===== src/tvi_cfg.svh =====
// Constants for the two-level vectored interrupt unit.
`ifndef TVI_CFG_SVH
`define TVI_CFG_SVH

`define TVI_ADDR_ENABLE_MAIN 8'ha8
`define TVI_ADDR_PRIORITY_MAIN 8'hb8
`define TVI_ADDR_REQUEST_FLAGS 8'hc0
`define TVI_ADDR_SENSITIVITY 8'he1
`define TVI_ADDR_PORT_ENABLE 8'he8
`define TVI_ADDR_POLARITY 8'he9
`define TVI_ADDR_ENABLE_AUX 8'hf1
`define TVI_ADDR_PORT_PRIORITY 8'hf8
`define TVI_ADDR_PRIORITY_AUX 8'hf9

`define TVI_GLOBAL_GATE_BIT 7
`define TVI_REG_RESET 8'h00
`define TVI_MASK_FULL 8'hff
`define TVI_MASK_PRIORITY_MAIN 8'h7f
`define TVI_MASK_AUX 8'h1f

`define TVI_SRC_COUNT 20
`define TVI_PORT_LINES 8
`define TVI_VEC_LOW_BITS 3'h3
`define TVI_VEC_HIGH_BYTE 8'h00

`endif


===== src/tvi_pkg.sv =====
// Types shared by the two-level vectored interrupt unit.
package tvi_pkg;

  typedef logic [4:0] tvi_vecnum_t;

  typedef logic [19:0] tvi_srcvec_t;

  typedef enum logic
  {
    TVI_LEVEL_LOW = 1'b0,
    TVI_LEVEL_HIGH = 1'b1
  } tvi_level_t;

endpackage


===== src/tvi_interrupt_unit.sv =====
// Two-level nested vectored interrupt unit with eight port-line interrupt inputs.
// Function
// - Twenty sources request service: ten external, three timers, serial, UART, modem, LOW_VOLTAGE_DETECTOR, clock.
// - Each source branches to its own fixed vector, 0003 hex up to 009B hex.
// - Same-level requests resolve in fixed table order, external 0 first, clock last.
// - Each source has one of two levels; high wins when both request.
// - A running low-level handler is preempted only by a high-level request.
// - A running high-level handler is never preempted.
// - Global gate bit 7 of main enable blocks every source when zero.
// - Clearing the global gate blocks servicing and idle exit, not detection or pending flags.
// - Port lines 0 to 7 act as external inputs 2 to 9.
// - Polarity bit 1 selects high or rising, 0 selects low or falling.
// - Sensitivity bit 1 selects edge detection, 0 selects level detection.
// - A level request counts only when held active for one machine cycle.
// - A recognised port request is not serviced before the next machine cycle.
// - Enabled port detections set sticky flags that only software writes clear.
// - An enabled port input request can wake the device from power-down.
// - Main enable bits 6 to 0 enable timer 2 down to external 0.
// - Port enable bits 7 to 0 enable external inputs 9 to 2.
// - Aux enable bits 4 to 0 enable clock, LOW_VOLTAGE_DETECTOR, UART tx, modem tx, rx.
// - Main priority bits 6 to 0 set levels; bit 7 reserved.
// - Port priority bits 7 to 0 set levels of external inputs 9 to 2.
// - Aux priority bits 4 to 0 set levels; bits 7 to 5 reserved.
// - The request flag register holds one readable sticky flag per port input.
// - An enabled request during idle, with the global gate open, raises idleExit to end idle.
`include "tvi_cfg.svh"
`timescale 1ns/100ps
`default_nettype none

module tvi_interrupt_unit
(
  input wire logic ref_clk,
  input wire logic rst,
  input wire logic clkEn,
  input wire logic machineCycle,
  input wire logic [7:0] sfrAddr,
  input wire logic [7:0] sfrWrData,
  input wire logic sfrWr,
  input wire logic sfrRd,
  output logic sfrSel,
  output logic [7:0] sfrRdData,
  input wire logic [7:0] portPin,
  input wire logic [1:0] extReq,
  input wire logic [2:0] timerReq,
  input wire logic twowireReq,
  input wire logic uartTxReq,
  input wire logic uartRxReq,
  input wire logic modemTxReq,
  input wire logic modemRxReq,
  input wire logic lowVoltReq,
  input wire logic clockReq,
  output logic irqReq,
  output logic [15:0] irqVector,
  input wire logic vecTaken,
  input wire logic retDone,
  output logic [19:0] srcAck,
  output logic [1:0] inService,
  input wire logic idleActive,
  output logic idleExit,
  output logic wakeReq
);

  logic [7:0] enableMain_r;
  logic [7:0] priorityMain_r;
  logic [7:0] requestFlags_r;
  logic [7:0] sensitivity_r;
  logic [7:0] portEnable_r;
  logic [7:0] polarity_r;
  logic [7:0] enableAux_r;
  logic [7:0] portPriority_r;
  logic [7:0] priorityAux_r;
  logic [7:0] requestFlags_nxt;
  logic [7:0] sfrRdData_r;
  logic [7:0] readMux;
  logic [7:0] syncA_r;
  logic [7:0] syncB_r;
  logic [7:0] syncC_r;
  logic [7:0] stable_r;
  logic [7:0] stablePrev_r;
  logic [7:0] levelSeen_r;
  logic [7:0] portActive;
  logic [7:0] portDetect;
  tvi_pkg::tvi_srcvec_t srcReq;
  tvi_pkg::tvi_srcvec_t srcEnable;
  tvi_pkg::tvi_srcvec_t srcLevel;
  tvi_pkg::tvi_srcvec_t pendSnap_r;
  tvi_pkg::tvi_srcvec_t srcAck_r;
  logic globalGate;
  logic highFound;
  logic lowFound;
  tvi_pkg::tvi_vecnum_t highVec;
  tvi_pkg::tvi_vecnum_t lowVec;
  logic found;
  tvi_pkg::tvi_vecnum_t winVec;
  tvi_pkg::tvi_level_t winLevel;
  logic irqReq_r;
  tvi_pkg::tvi_vecnum_t irqVec_r;
  tvi_pkg::tvi_level_t irqLevel_r;
  logic inSvcHigh_r;
  logic inSvcLow_r;
  logic idleExit_r;
  logic take;

  // Vector numbers listed in the fixed resolution order, highest first.
  localparam tvi_pkg::tvi_vecnum_t resOrder [`TVI_SRC_COUNT] = '{
    5'h00, 5'h05, 5'h0a, 5'h11, 5'h01, 5'h06, 5'h0b, 5'h10, 5'h02, 5'h07,
    5'h0c, 5'h0f, 5'h03, 5'h08, 5'h0d, 5'h12, 5'h04, 5'h09, 5'h0e, 5'h13};

  // Returns the earliest candidate in resolution order; bit 5 flags that one exists.
  function automatic logic [5:0] pickFirst(input tvi_pkg::tvi_srcvec_t cand);
    logic [5:0] r;
    tvi_pkg::tvi_vecnum_t v;
    r = 6'h00;
    v = 5'h00;
    for (int p = `TVI_SRC_COUNT - 1; p >= 0; p--)
    begin
      v = resOrder[p];
      if (cand[v])
      begin
        r = {1'b1, v};
      end
    end
    return r;
  endfunction

  assign globalGate = enableMain_r[`TVI_GLOBAL_GATE_BIT];

  // Source vectors are indexed by vector number.
  assign srcReq = {clockReq, lowVoltReq, modemRxReq, modemTxReq, uartTxReq,
                   requestFlags_r, timerReq[2], twowireReq, uartRxReq,
                   timerReq[1], extReq[1], timerReq[0], extReq[0]};
  assign srcEnable = {enableAux_r[4], enableAux_r[3], enableAux_r[0], enableAux_r[1],
                      enableAux_r[2], portEnable_r, enableMain_r[6:0]};
  assign srcLevel = {priorityAux_r[4], priorityAux_r[3], priorityAux_r[0],
                     priorityAux_r[1], priorityAux_r[2], portPriority_r,
                     priorityMain_r[6:0]};

  // Register decode and read path.
  always_comb
  begin
    sfrSel = 1'b1;
    readMux = `TVI_REG_RESET;
    unique case (sfrAddr)
      `TVI_ADDR_ENABLE_MAIN: readMux = enableMain_r;
      `TVI_ADDR_PRIORITY_MAIN: readMux = priorityMain_r & `TVI_MASK_PRIORITY_MAIN;
      `TVI_ADDR_REQUEST_FLAGS: readMux = requestFlags_r;
      `TVI_ADDR_SENSITIVITY: readMux = sensitivity_r;
      `TVI_ADDR_PORT_ENABLE: readMux = portEnable_r;
      `TVI_ADDR_POLARITY: readMux = polarity_r;
      `TVI_ADDR_ENABLE_AUX: readMux = enableAux_r & `TVI_MASK_AUX;
      `TVI_ADDR_PORT_PRIORITY: readMux = portPriority_r;
      `TVI_ADDR_PRIORITY_AUX: readMux = priorityAux_r & `TVI_MASK_AUX;
      default: sfrSel = 1'b0;
    endcase
  end

  always_ff @(posedge ref_clk or posedge rst)
  begin
    if (rst)
    begin
      sfrRdData_r <= `TVI_REG_RESET;
    end
    else if (clkEn && sfrRd)
    begin
      sfrRdData_r <= readMux;
    end
  end

  // Configuration registers; reserved bits are never stored.
  always_ff @(posedge ref_clk or posedge rst)
  begin
    if (rst)
    begin
      enableMain_r <= `TVI_REG_RESET;
      priorityMain_r <= `TVI_REG_RESET;
      sensitivity_r <= `TVI_REG_RESET;
      portEnable_r <= `TVI_REG_RESET;
      polarity_r <= `TVI_REG_RESET;
      enableAux_r <= `TVI_REG_RESET;
      portPriority_r <= `TVI_REG_RESET;
      priorityAux_r <= `TVI_REG_RESET;
    end
    else if (clkEn && sfrWr)
    begin
      unique case (sfrAddr)
        `TVI_ADDR_ENABLE_MAIN: enableMain_r <= sfrWrData;
        `TVI_ADDR_PRIORITY_MAIN: priorityMain_r <= sfrWrData & `TVI_MASK_PRIORITY_MAIN;
        `TVI_ADDR_SENSITIVITY: sensitivity_r <= sfrWrData;
        `TVI_ADDR_PORT_ENABLE: portEnable_r <= sfrWrData;
        `TVI_ADDR_POLARITY: polarity_r <= sfrWrData;
        `TVI_ADDR_ENABLE_AUX: enableAux_r <= sfrWrData & `TVI_MASK_AUX;
        `TVI_ADDR_PORT_PRIORITY: portPriority_r <= sfrWrData;
        `TVI_ADDR_PRIORITY_AUX: priorityAux_r <= sfrWrData & `TVI_MASK_AUX;
        default: ;
      endcase
    end
  end

  // Port pins pass three flip-flops; a value counts once the last two agree.
  always_ff @(posedge ref_clk or posedge rst)
  begin
    if (rst)
    begin
      syncA_r <= `TVI_REG_RESET;
      syncB_r <= `TVI_REG_RESET;
      syncC_r <= `TVI_REG_RESET;
      stable_r <= `TVI_REG_RESET;
      stablePrev_r <= `TVI_REG_RESET;
    end
    else if (clkEn)
    begin
      syncA_r <= portPin;
      syncB_r <= syncA_r;
      syncC_r <= syncB_r;
      stable_r <= (syncB_r & ~(syncB_r ^ syncC_r)) | (stable_r & (syncB_r ^ syncC_r));
      stablePrev_r <= stable_r;
    end
  end

  // Per-line detection: polarity, edge or level, and the one-cycle hold.
  genvar g;
  generate
    for (g = 0; g < `TVI_PORT_LINES; g++)
    begin : gLine
      assign portActive[g] = polarity_r[g] ? stable_r[g] : ~stable_r[g];
      always_ff @(posedge ref_clk or posedge rst)
      begin
        if (rst)
        begin
          levelSeen_r[g] <= 1'b0;
        end
        else if (clkEn && machineCycle)
        begin
          levelSeen_r[g] <= portActive[g];
        end
      end
      assign portDetect[g] = sensitivity_r[g] ?
        (portActive[g] && (stablePrev_r[g] != stable_r[g])) :
        (portActive[g] && levelSeen_r[g] && machineCycle);
    end
  endgenerate

  // Sticky flags: detection sets, software writes clear, set wins the race.
  always_comb
  begin
    requestFlags_nxt = requestFlags_r;
    if (sfrWr && sfrAddr == `TVI_ADDR_REQUEST_FLAGS)
    begin
      requestFlags_nxt = sfrWrData;
    end
    requestFlags_nxt = requestFlags_nxt | (portDetect & portEnable_r);
  end

  always_ff @(posedge ref_clk or posedge rst)
  begin
    if (rst)
    begin
      requestFlags_r <= `TVI_REG_RESET;
    end
    else if (clkEn)
    begin
      requestFlags_r <= requestFlags_nxt;
    end
  end

  // Pending set is sampled once per machine cycle, so a fresh flag waits one.
  always_ff @(posedge ref_clk or posedge rst)
  begin
    if (rst)
    begin
      pendSnap_r <= '0;
    end
    else if (clkEn && machineCycle)
    begin
      pendSnap_r <= srcReq & srcEnable;
    end
  end

  // Arbitration over the snapshot with nesting limits.
  assign {highFound, highVec} = pickFirst(pendSnap_r & srcLevel);
  assign {lowFound, lowVec} = pickFirst(pendSnap_r & ~srcLevel);

  always_comb
  begin
    found = 1'b0;
    winVec = highVec;
    winLevel = tvi_pkg::TVI_LEVEL_HIGH;
    if (!inSvcHigh_r)
    begin
      if (highFound)
      begin
        found = 1'b1;
      end
      else if (lowFound && !inSvcLow_r)
      begin
        found = 1'b1;
        winVec = lowVec;
        winLevel = tvi_pkg::TVI_LEVEL_LOW;
      end
    end
  end

  assign take = vecTaken && irqReq_r;

  always_ff @(posedge ref_clk or posedge rst)
  begin
    if (rst)
    begin
      irqReq_r <= 1'b0;
      irqVec_r <= 5'h00;
      irqLevel_r <= tvi_pkg::TVI_LEVEL_LOW;
    end
    else if (clkEn)
    begin
      irqReq_r <= found && globalGate && !vecTaken;
      if (!irqReq_r || !vecTaken)
      begin
        irqVec_r <= winVec;
        irqLevel_r <= winLevel;
      end
    end
  end

  // In-service levels: the core's vector fetch pushes, its return pops.
  always_ff @(posedge ref_clk or posedge rst)
  begin
    if (rst)
    begin
      inSvcHigh_r <= 1'b0;
      inSvcLow_r <= 1'b0;
    end
    else if (clkEn)
    begin
      if (take)
      begin
        if (irqLevel_r == tvi_pkg::TVI_LEVEL_HIGH)
        begin
          inSvcHigh_r <= 1'b1;
        end
        else
        begin
          inSvcLow_r <= 1'b1;
        end
      end
      else if (retDone)
      begin
        if (inSvcHigh_r)
        begin
          inSvcHigh_r <= 1'b0;
        end
        else
        begin
          inSvcLow_r <= 1'b0;
        end
      end
    end
  end

  // Acknowledge pulse to the source that was vectored.
  always_ff @(posedge ref_clk or posedge rst)
  begin
    if (rst)
    begin
      srcAck_r <= '0;
    end
    else if (clkEn)
    begin
      srcAck_r <= take ? (20'h00001 << irqVec_r) : 20'h00000;
    end
  end

  // Idle ends when any enabled request is present while the gate is open.
  always_ff @(posedge ref_clk or posedge rst)
  begin
    if (rst)
    begin
      idleExit_r <= 1'b0;
    end
    else if (clkEn)
    begin
      idleExit_r <= idleActive && globalGate && (|(srcReq & srcEnable));
    end
  end

  assign sfrRdData = sfrRdData_r;
  assign irqReq = irqReq_r;
  assign irqVector = {`TVI_VEC_HIGH_BYTE, irqVec_r, `TVI_VEC_LOW_BITS};
  assign srcAck = srcAck_r;
  assign inService = {inSvcHigh_r, inSvcLow_r};
  assign idleExit = idleExit_r;
  // Wake works with the clock stopped, so it looks at raw pins as well as flags.
  assign wakeReq = |(portEnable_r & ((portPin ~^ polarity_r) | requestFlags_r));

endmodule

`default_nettype wire


===== config.mk =====
export PLATFORM = sky130hd
export DESIGN_NAME = tvi_interrupt_unit
export DESIGN_NICKNAME = d
export VERILOG_FILES = /design/src/tvi_pkg.sv /design/src/tvi_interrupt_unit.sv
export VERILOG_INCLUDE_DIRS = /design/src
export SDC_FILE = /design/constraint.sdc
export NUM_CORES = 1
export LEC_CHECK = 0
export BUFFER_PORTS_ARGS = -buffer_cell sky130_fd_sc_hd__buf_2
export CAP_MARGIN = 20
export CORE_UTILIZATION = 35
export CTS_CLUSTER_SIZE = 14
export DETAILED_ROUTE_END_ITERATION = 6
export PLACE_DENSITY = 0.64
export SLEW_MARGIN = 40
export SYNTH_ARGS = -nofsm -noshare
export SYNTH_HDL_FRONTEND = slang
export SYNTH_SLANG_ARGS = --single-unit

===== constraint.sdc =====
create_clock -name ref_clk -period 4.5 [get_ports ref_clk]
set_input_delay 0.225 -clock ref_clk [delete_from_list [all_inputs] [get_ports ref_clk]]
set_output_delay 0.225 -clock ref_clk [all_outputs]
set_load 0.1 [all_outputs]

### After elaboration in Yosys (flattened, before gate mapping)

Cells that the tools add are included.

| word-level totals | value |
|---|---|
| input port bits | 45 |
| bits in writable memories | 0 |
| output and inout bits | 50 |
| register bits after elaboration | 171 |
| logic and storage cells | 203 |
| latch bits | 0 |
| ROM bits | 0 |
| memories kept | 0 |

| operators by class | value |
|---|---|
| bitwise gates (word level) | 22 |
| divide/modulo/power cells | 0 |
| shift operators | 1 |
| add/subtract/negate cells | 0 |
| $mul | 0 |
| $lt $le $gt $ge | 0 |
| reductions and logical operators | 53 |
| mux-type cells | 76 |
| equal/unequal tests | 20 |

Operator list:

| kind | number |
|---|---|
| $mux W6 | 40 |
| $eq A8 B8 Y1 const B | 9 |
| $pmux W8 S9 | 1 |
| $and A20 B20 Y20 | 3 |
| $logic_and A1 B1 Y1 | 34 |
| $and A8 B8 Y8 | 4 |
| $mux W1 | 30 |
| $or A8 B8 Y8 | 3 |
| $mux W20 | 1 |
| $not A20 Y20 | 1 |
| $reduce_or A20 Y1 | 1 |
| $shl A1 B5 Y20 const A | 1 |
| $reduce_and A2 Y1 | 9 |
| $mux W5 | 3 |
| $reduce_or A9 Y1 | 1 |
| $mux W8 | 1 |
| $ne A1 B1 Y1 | 8 |
| $not A1 Y1 | 8 |
| $not A8 Y8 | 1 |
| $reduce_or A8 Y1 | 1 |
| $xnor A8 B8 Y8 | 1 |
| $xor A8 B8 Y8 | 1 |
| $ne A2 B2 Y1 const B | 2 |
| $reduce_and A4 Y1 | 1 |
| other kinds (5) | 7 |

### Longest topological paths before layout

| logic depth | value |
|---|---|
| word-level depth | 28 |
| gate-level depth with buffers | 8 |
| depth with buffers taken out | 6 |

### Worst setup path after synthesis

Ideal clock, no wire load.

| timing | value |
|---|---|
| path type | input to output |
| from | in sfrAddr[4] |
| to | out sfrSel |
| arrival | 2.120 ns |
| buffers on the path | 1 |
| setup slack | 2.155 ns |
| stages | 6 |
| data required time | 4.275 ns |
| cells stage by stage | clkbuf_1 -> inv_1 -> nand3_1 -> a21oi_1 -> a31oi_1 -> nor2_1 |

| on the way | value |
|---|---|
| cells in the longest elaborated chain, start to end | 3 |
| elaborated cells between the ends (all ways) | 11 |
| classes of those cells | eq/ne (9); mux (1); reduce/logical (1) |

Ends and longest elaborated chain:

| element | RTL line | RTL |
|---|---|---|
| start: declaration | tvi_interrupt_unit.sv:36 | `input wire logic [7:0] sfrAddr,` |
| $eq A8 B8 Y1 | tvi_interrupt_unit.sv:143 | `unique case (sfrAddr)` |
| $reduce_or A9 Y1 (no source line) * | - |  |
| $mux W1 * | tvi_interrupt_unit.sv:143 |  |
| end: declaration | tvi_interrupt_unit.sv:40 | `output logic sfrSel,` |

Every way passes the cells marked *; elsewhere a longest branch is shown, timed or not.

### Final worst setup path

| timing | value |
|---|---|
| from | reg polarity_r[5] |
| to | out wakeReq |

| on the way | value |
|---|---|
| cells in the longest elaborated chain, start to end | 4 |

Ends and longest elaborated chain:

| element | RTL line | RTL |
|---|---|---|
| start: declaration | tvi_interrupt_unit.sv:68 | `logic [7:0] polarity_r;` |
| start signal: assignment | tvi_interrupt_unit.sv:178 | `` polarity_r <= `TVI_REG_RESET; `` |
| start signal: assignment | tvi_interrupt_unit.sv:190 | `` `TVI_ADDR_POLARITY: polarity_r <= sfrWrData; `` |
| $xnor A8 B8 Y8 | tvi_interrupt_unit.sv:392 | `assign wakeReq = \|(portEnable_r & ((portPin ~^ polarity_r) \| requestFlags_r));` |
| $or A8 B8 Y8 | tvi_interrupt_unit.sv:392 |  |
| $and A8 B8 Y8 | tvi_interrupt_unit.sv:392 |  |
| $reduce_or A8 Y1 | tvi_interrupt_unit.sv:392 |  |
| end: declaration | tvi_interrupt_unit.sv:60 | `output logic wakeReq` |

Every way passes these cells.

==> flow_metrics.tcl <==
set metrics [dict create \
    status "complete, no violations" \
    synth.avg_cell_area_sq_um 10.27 \
    stdcell_area_sq_um 9950 \
    cts_sinks 171 \
    finalHoldViolCount 0 \
    cts_setup_buffers 0 \
    worstMarginPinSlew_ns 0.7951 \
    start_kind "flip-flop" \
    cap_violations 0 \
    synth.area.top_cells "dfrtp_1, mux2_2, nand2_1" \
    hp-class "in2reg" \
    fin_util 0.4091 \
    cts_tree "done" \
    seq_area_frac_synth 0.4932 \
    die_w_microns 159.5 \
    seqCellArea_sq_um 4279 \
    via_count 6879 \
    grt_pass1_wl_microns 37940 \
    synth.most_common_cell "dfrtp_1" \
    rr_endpoint "irqVec_r[3]" \
    r2r_cells 6 \
    ys_top_cells_by_count "dfrtp_1, nand2_1, mux2_2" \
    period_minus_slack_ns 2.442 \
    critPathMaxFanout 6 \
    placed_area_sq_um 9341 \
    wirelength_microns 23960 \
    core_area_sq_um 24320 \
    vias_per_cell 5.494 \
    first_iter_violations 721 \
    antenna_left 0 \
    cts-root-buf "clkbuf_16" \
    powerDensity_nw_per_um2 379.7 \
    die_area_sq_um 25430 \
    cts.clk_slew.worst_paths_ns 0.07 \
    fin_ws_ns 2.058 \
    portBuffers 83 \
    die_h_microns 159.5 \
    period_share 0.5427 \
    slew_headroom 0.4699 \
    fmax_mhz 409.5 \
    h-tree-depth 4 \
    num_rows 57 \
    power.leakage_uw 0.004418 \
    yosysUniqueCellTypes 67 \
    clockBufferDepth 2 \
    grt_setup_unrepaired "false" \
    overflow 0 \
    netlist_instances 845 \
    drc 0 \
    wire_per_inst_microns 19.13 \
    finalSetupTns_ns 0 \
    r2r_start "portPriority_r[7]" \
    grt_usage 0.1936 \
    synth_warnings 0 \
    synth_edf_count 0 \
    nets 958 \
    numCtsBuffers 17 \
    grt_max_degree 89 \
    fin_skew_ns 0.01290 \
    synth.largest_area_cell "dfrtp_1" \
    ir_worst_vdd_v 0.0003363 \
    dpl.hpwl_microns 17570 \
    end_kind "primary output" \
    fillers 2371 \
    setup_viol 0 \
    start_util 0.3568 \
    ctsResizeCount 0 \
    drive_gt1_frac 0.2419 \
    total_power_uw 3778 \
    yosysTopAreaCellShare 0.4932 \
    synth_area_sq_um 8677 \
    multi_input_area_sq_um 4068 \
    io_pins 95 \
    synthArstFlopShare 1.000 \
    required_ns 4.28 \
    crit_type "reg2out" \
    clock_latency_ns 0.43 \
    arrival_ns 2.22 \
    antenna_found_initial 2 \
    report.final.slew_viol_count 0 \
    gp_congestion 0.9234 \
    ys_seq_elements 171 \
    pre_cts_slack_ns 2.172 \
    r2r_slack_ns 2.16 \
    hold_start "portPin[6]" \
    syn_to_final_growth_pct 14.66 \
    grt_pass1_vias 6639 \
    drt-pass1-iter-count 6 \
    ys.flop_type "dfrtp_1" \
    whs_path_depth 2 \
    hold-path-endpoint "syncA_r[6]" \
]
-- repair_timing --
item | 4_1_cts | 5_1_grt
hold endpoints to repair | 83 | 0
endpoints found under the setup margin | 0 | 0
hold buffers | 1 | 0
-- power by group --
group / leakage [uW] / internal, uW / total [uW] / switching [uW]
Combinational: 0.00186 / 181 / 498 / 317
Clock: 0.000284 / 803 / 1480 / 679
Sequential: 0.00227 / 1660 / 1800 / 133
-- metrics by stage --
| stage | cells | hold WS (ns) |
|---|---|---|
| detailed placement | 1217 | 0.3914 |
| finish | 1252 | 0.06024 |
| global route | 1252 | 0.05159 |
| global placement | 1216 | 0.4656 |
| CTS | 1250 | 0.05043 |
| floorplan | 854 | 0.3541 |
-- critical path, stage by stage (launching register included) --
cell,delay [ns]
dfrtp_1,0.50
xnor2_1,0.18
a22o_1,0.26
a221oi_1,0.36
nand4b_1,0.16
buf_2,0.32
-- layout by cell type, fill, tap and decap left out, types with 6 or more instances in the layout --
master / synthesis / final
dfrtp_1: 171 / 171
nand2_1: 119 / 119
mux2_2: 82 / 82
buf_2: 5 / 82
o21ai_0: 43 / 43
a21oi_1: 38 / 38
nor2_1: 29 / 29
inv_1: 28 / 27
nor2b_1: 26 / 26
nand2b_1: 24 / 24
o22ai_1: 23 / 23
a22oi_1: 18 / 18
clkbuf_16: 0 / 17
nand4_1: 15 / 15
nor3_1: 14 / 14
and3_1: 13 / 13
a31oi_1: 13 / 13
conb_1: 2 / 11
nand3_1: 9 / 9
xnor2_1: 9 / 9
a22o_1: 9 / 9
and2_1: 8 / 8
o211ai_1: 8 / 8
xor2_1: 8 / 8
mux2_4: 8 / 8
a222oi_1: 7 / 7
o311ai_0: 7 / 7
a211oi_1: 6 / 6
a221oi_1: 6 / 6
-- final cells by class --
class,instances,area share
Antenna cell,2,0.0005030
Timing Repair Buffer,88,0.04930
Sequential cell,171,0.4301
Tap cell,324,0.04074
Clock buffer,18,0.04414
Multi-Input combinational cell,607,0.4088
Inverter,28,0.01094
Clock inverter,14,0.01547
-- per-layer routing --
metal  vias up  GRT usage  wire, microns
li1       3198          -              -
met1      3392     0.2515          10670
met2       241     0.3220          11510
met3        48    0.03386           1125
met4         0    0.07299            650
met5         -          0              0
-- kinds of logic (layout without fill, tap and decap cells) --
group | after synthesis | after routing | synth area share
DFF | 171 | 171 | 0.4932
AOI/OAI and AO/OA | 201 | 201 | 0.1537
xor gates and xnor gates | 17 | 17 | 0.01716
buffers and inverters | 76 | 148 | 0.04196
and+or+nand+nor | 286 | 286 | 0.1706
muxes | 92 | 92 | 0.1226
other | 2 | 13 | 0.0008655
-- worst max-delay path by stage --
stage	to	from	cells past startpoint	slack, ns
floorplan	async pin	rst	1	2.09
global placement	polarity_r[6]	sfrAddr[0]	5	2.20
detailed placement	polarity_r[0]	sfrAddr[0]	5	2.17
CTS	wakeReq	polarity_r[5]	5	2.05
global route	wakeReq	polarity_r[5]	5	1.99
finish	wakeReq	polarity_r[5]	5	2.06
-- state kept, by name, indices dropped and copies added, names as in the netlist, 7 cells and up, named ones only --
| signal | flops |
|---|---|
| priorityMain_r | 7 |
| sfrRdData | 8 |
| requestFlags_r | 8 |
| stablePrev_r | 8 |
| pendSnap_r | 20 |
| syncB_r | 8 |
| portEnable_r | 8 |
| enableMain_r | 8 |
| portPriority_r | 8 |
| syncC_r | 8 |
| polarity_r | 8 |
| srcAck | 20 |
| sensitivity_r | 8 |
| levelSeen_r | 8 |
| syncA_r | 8 |
Power figures use the tool's default switching activity.
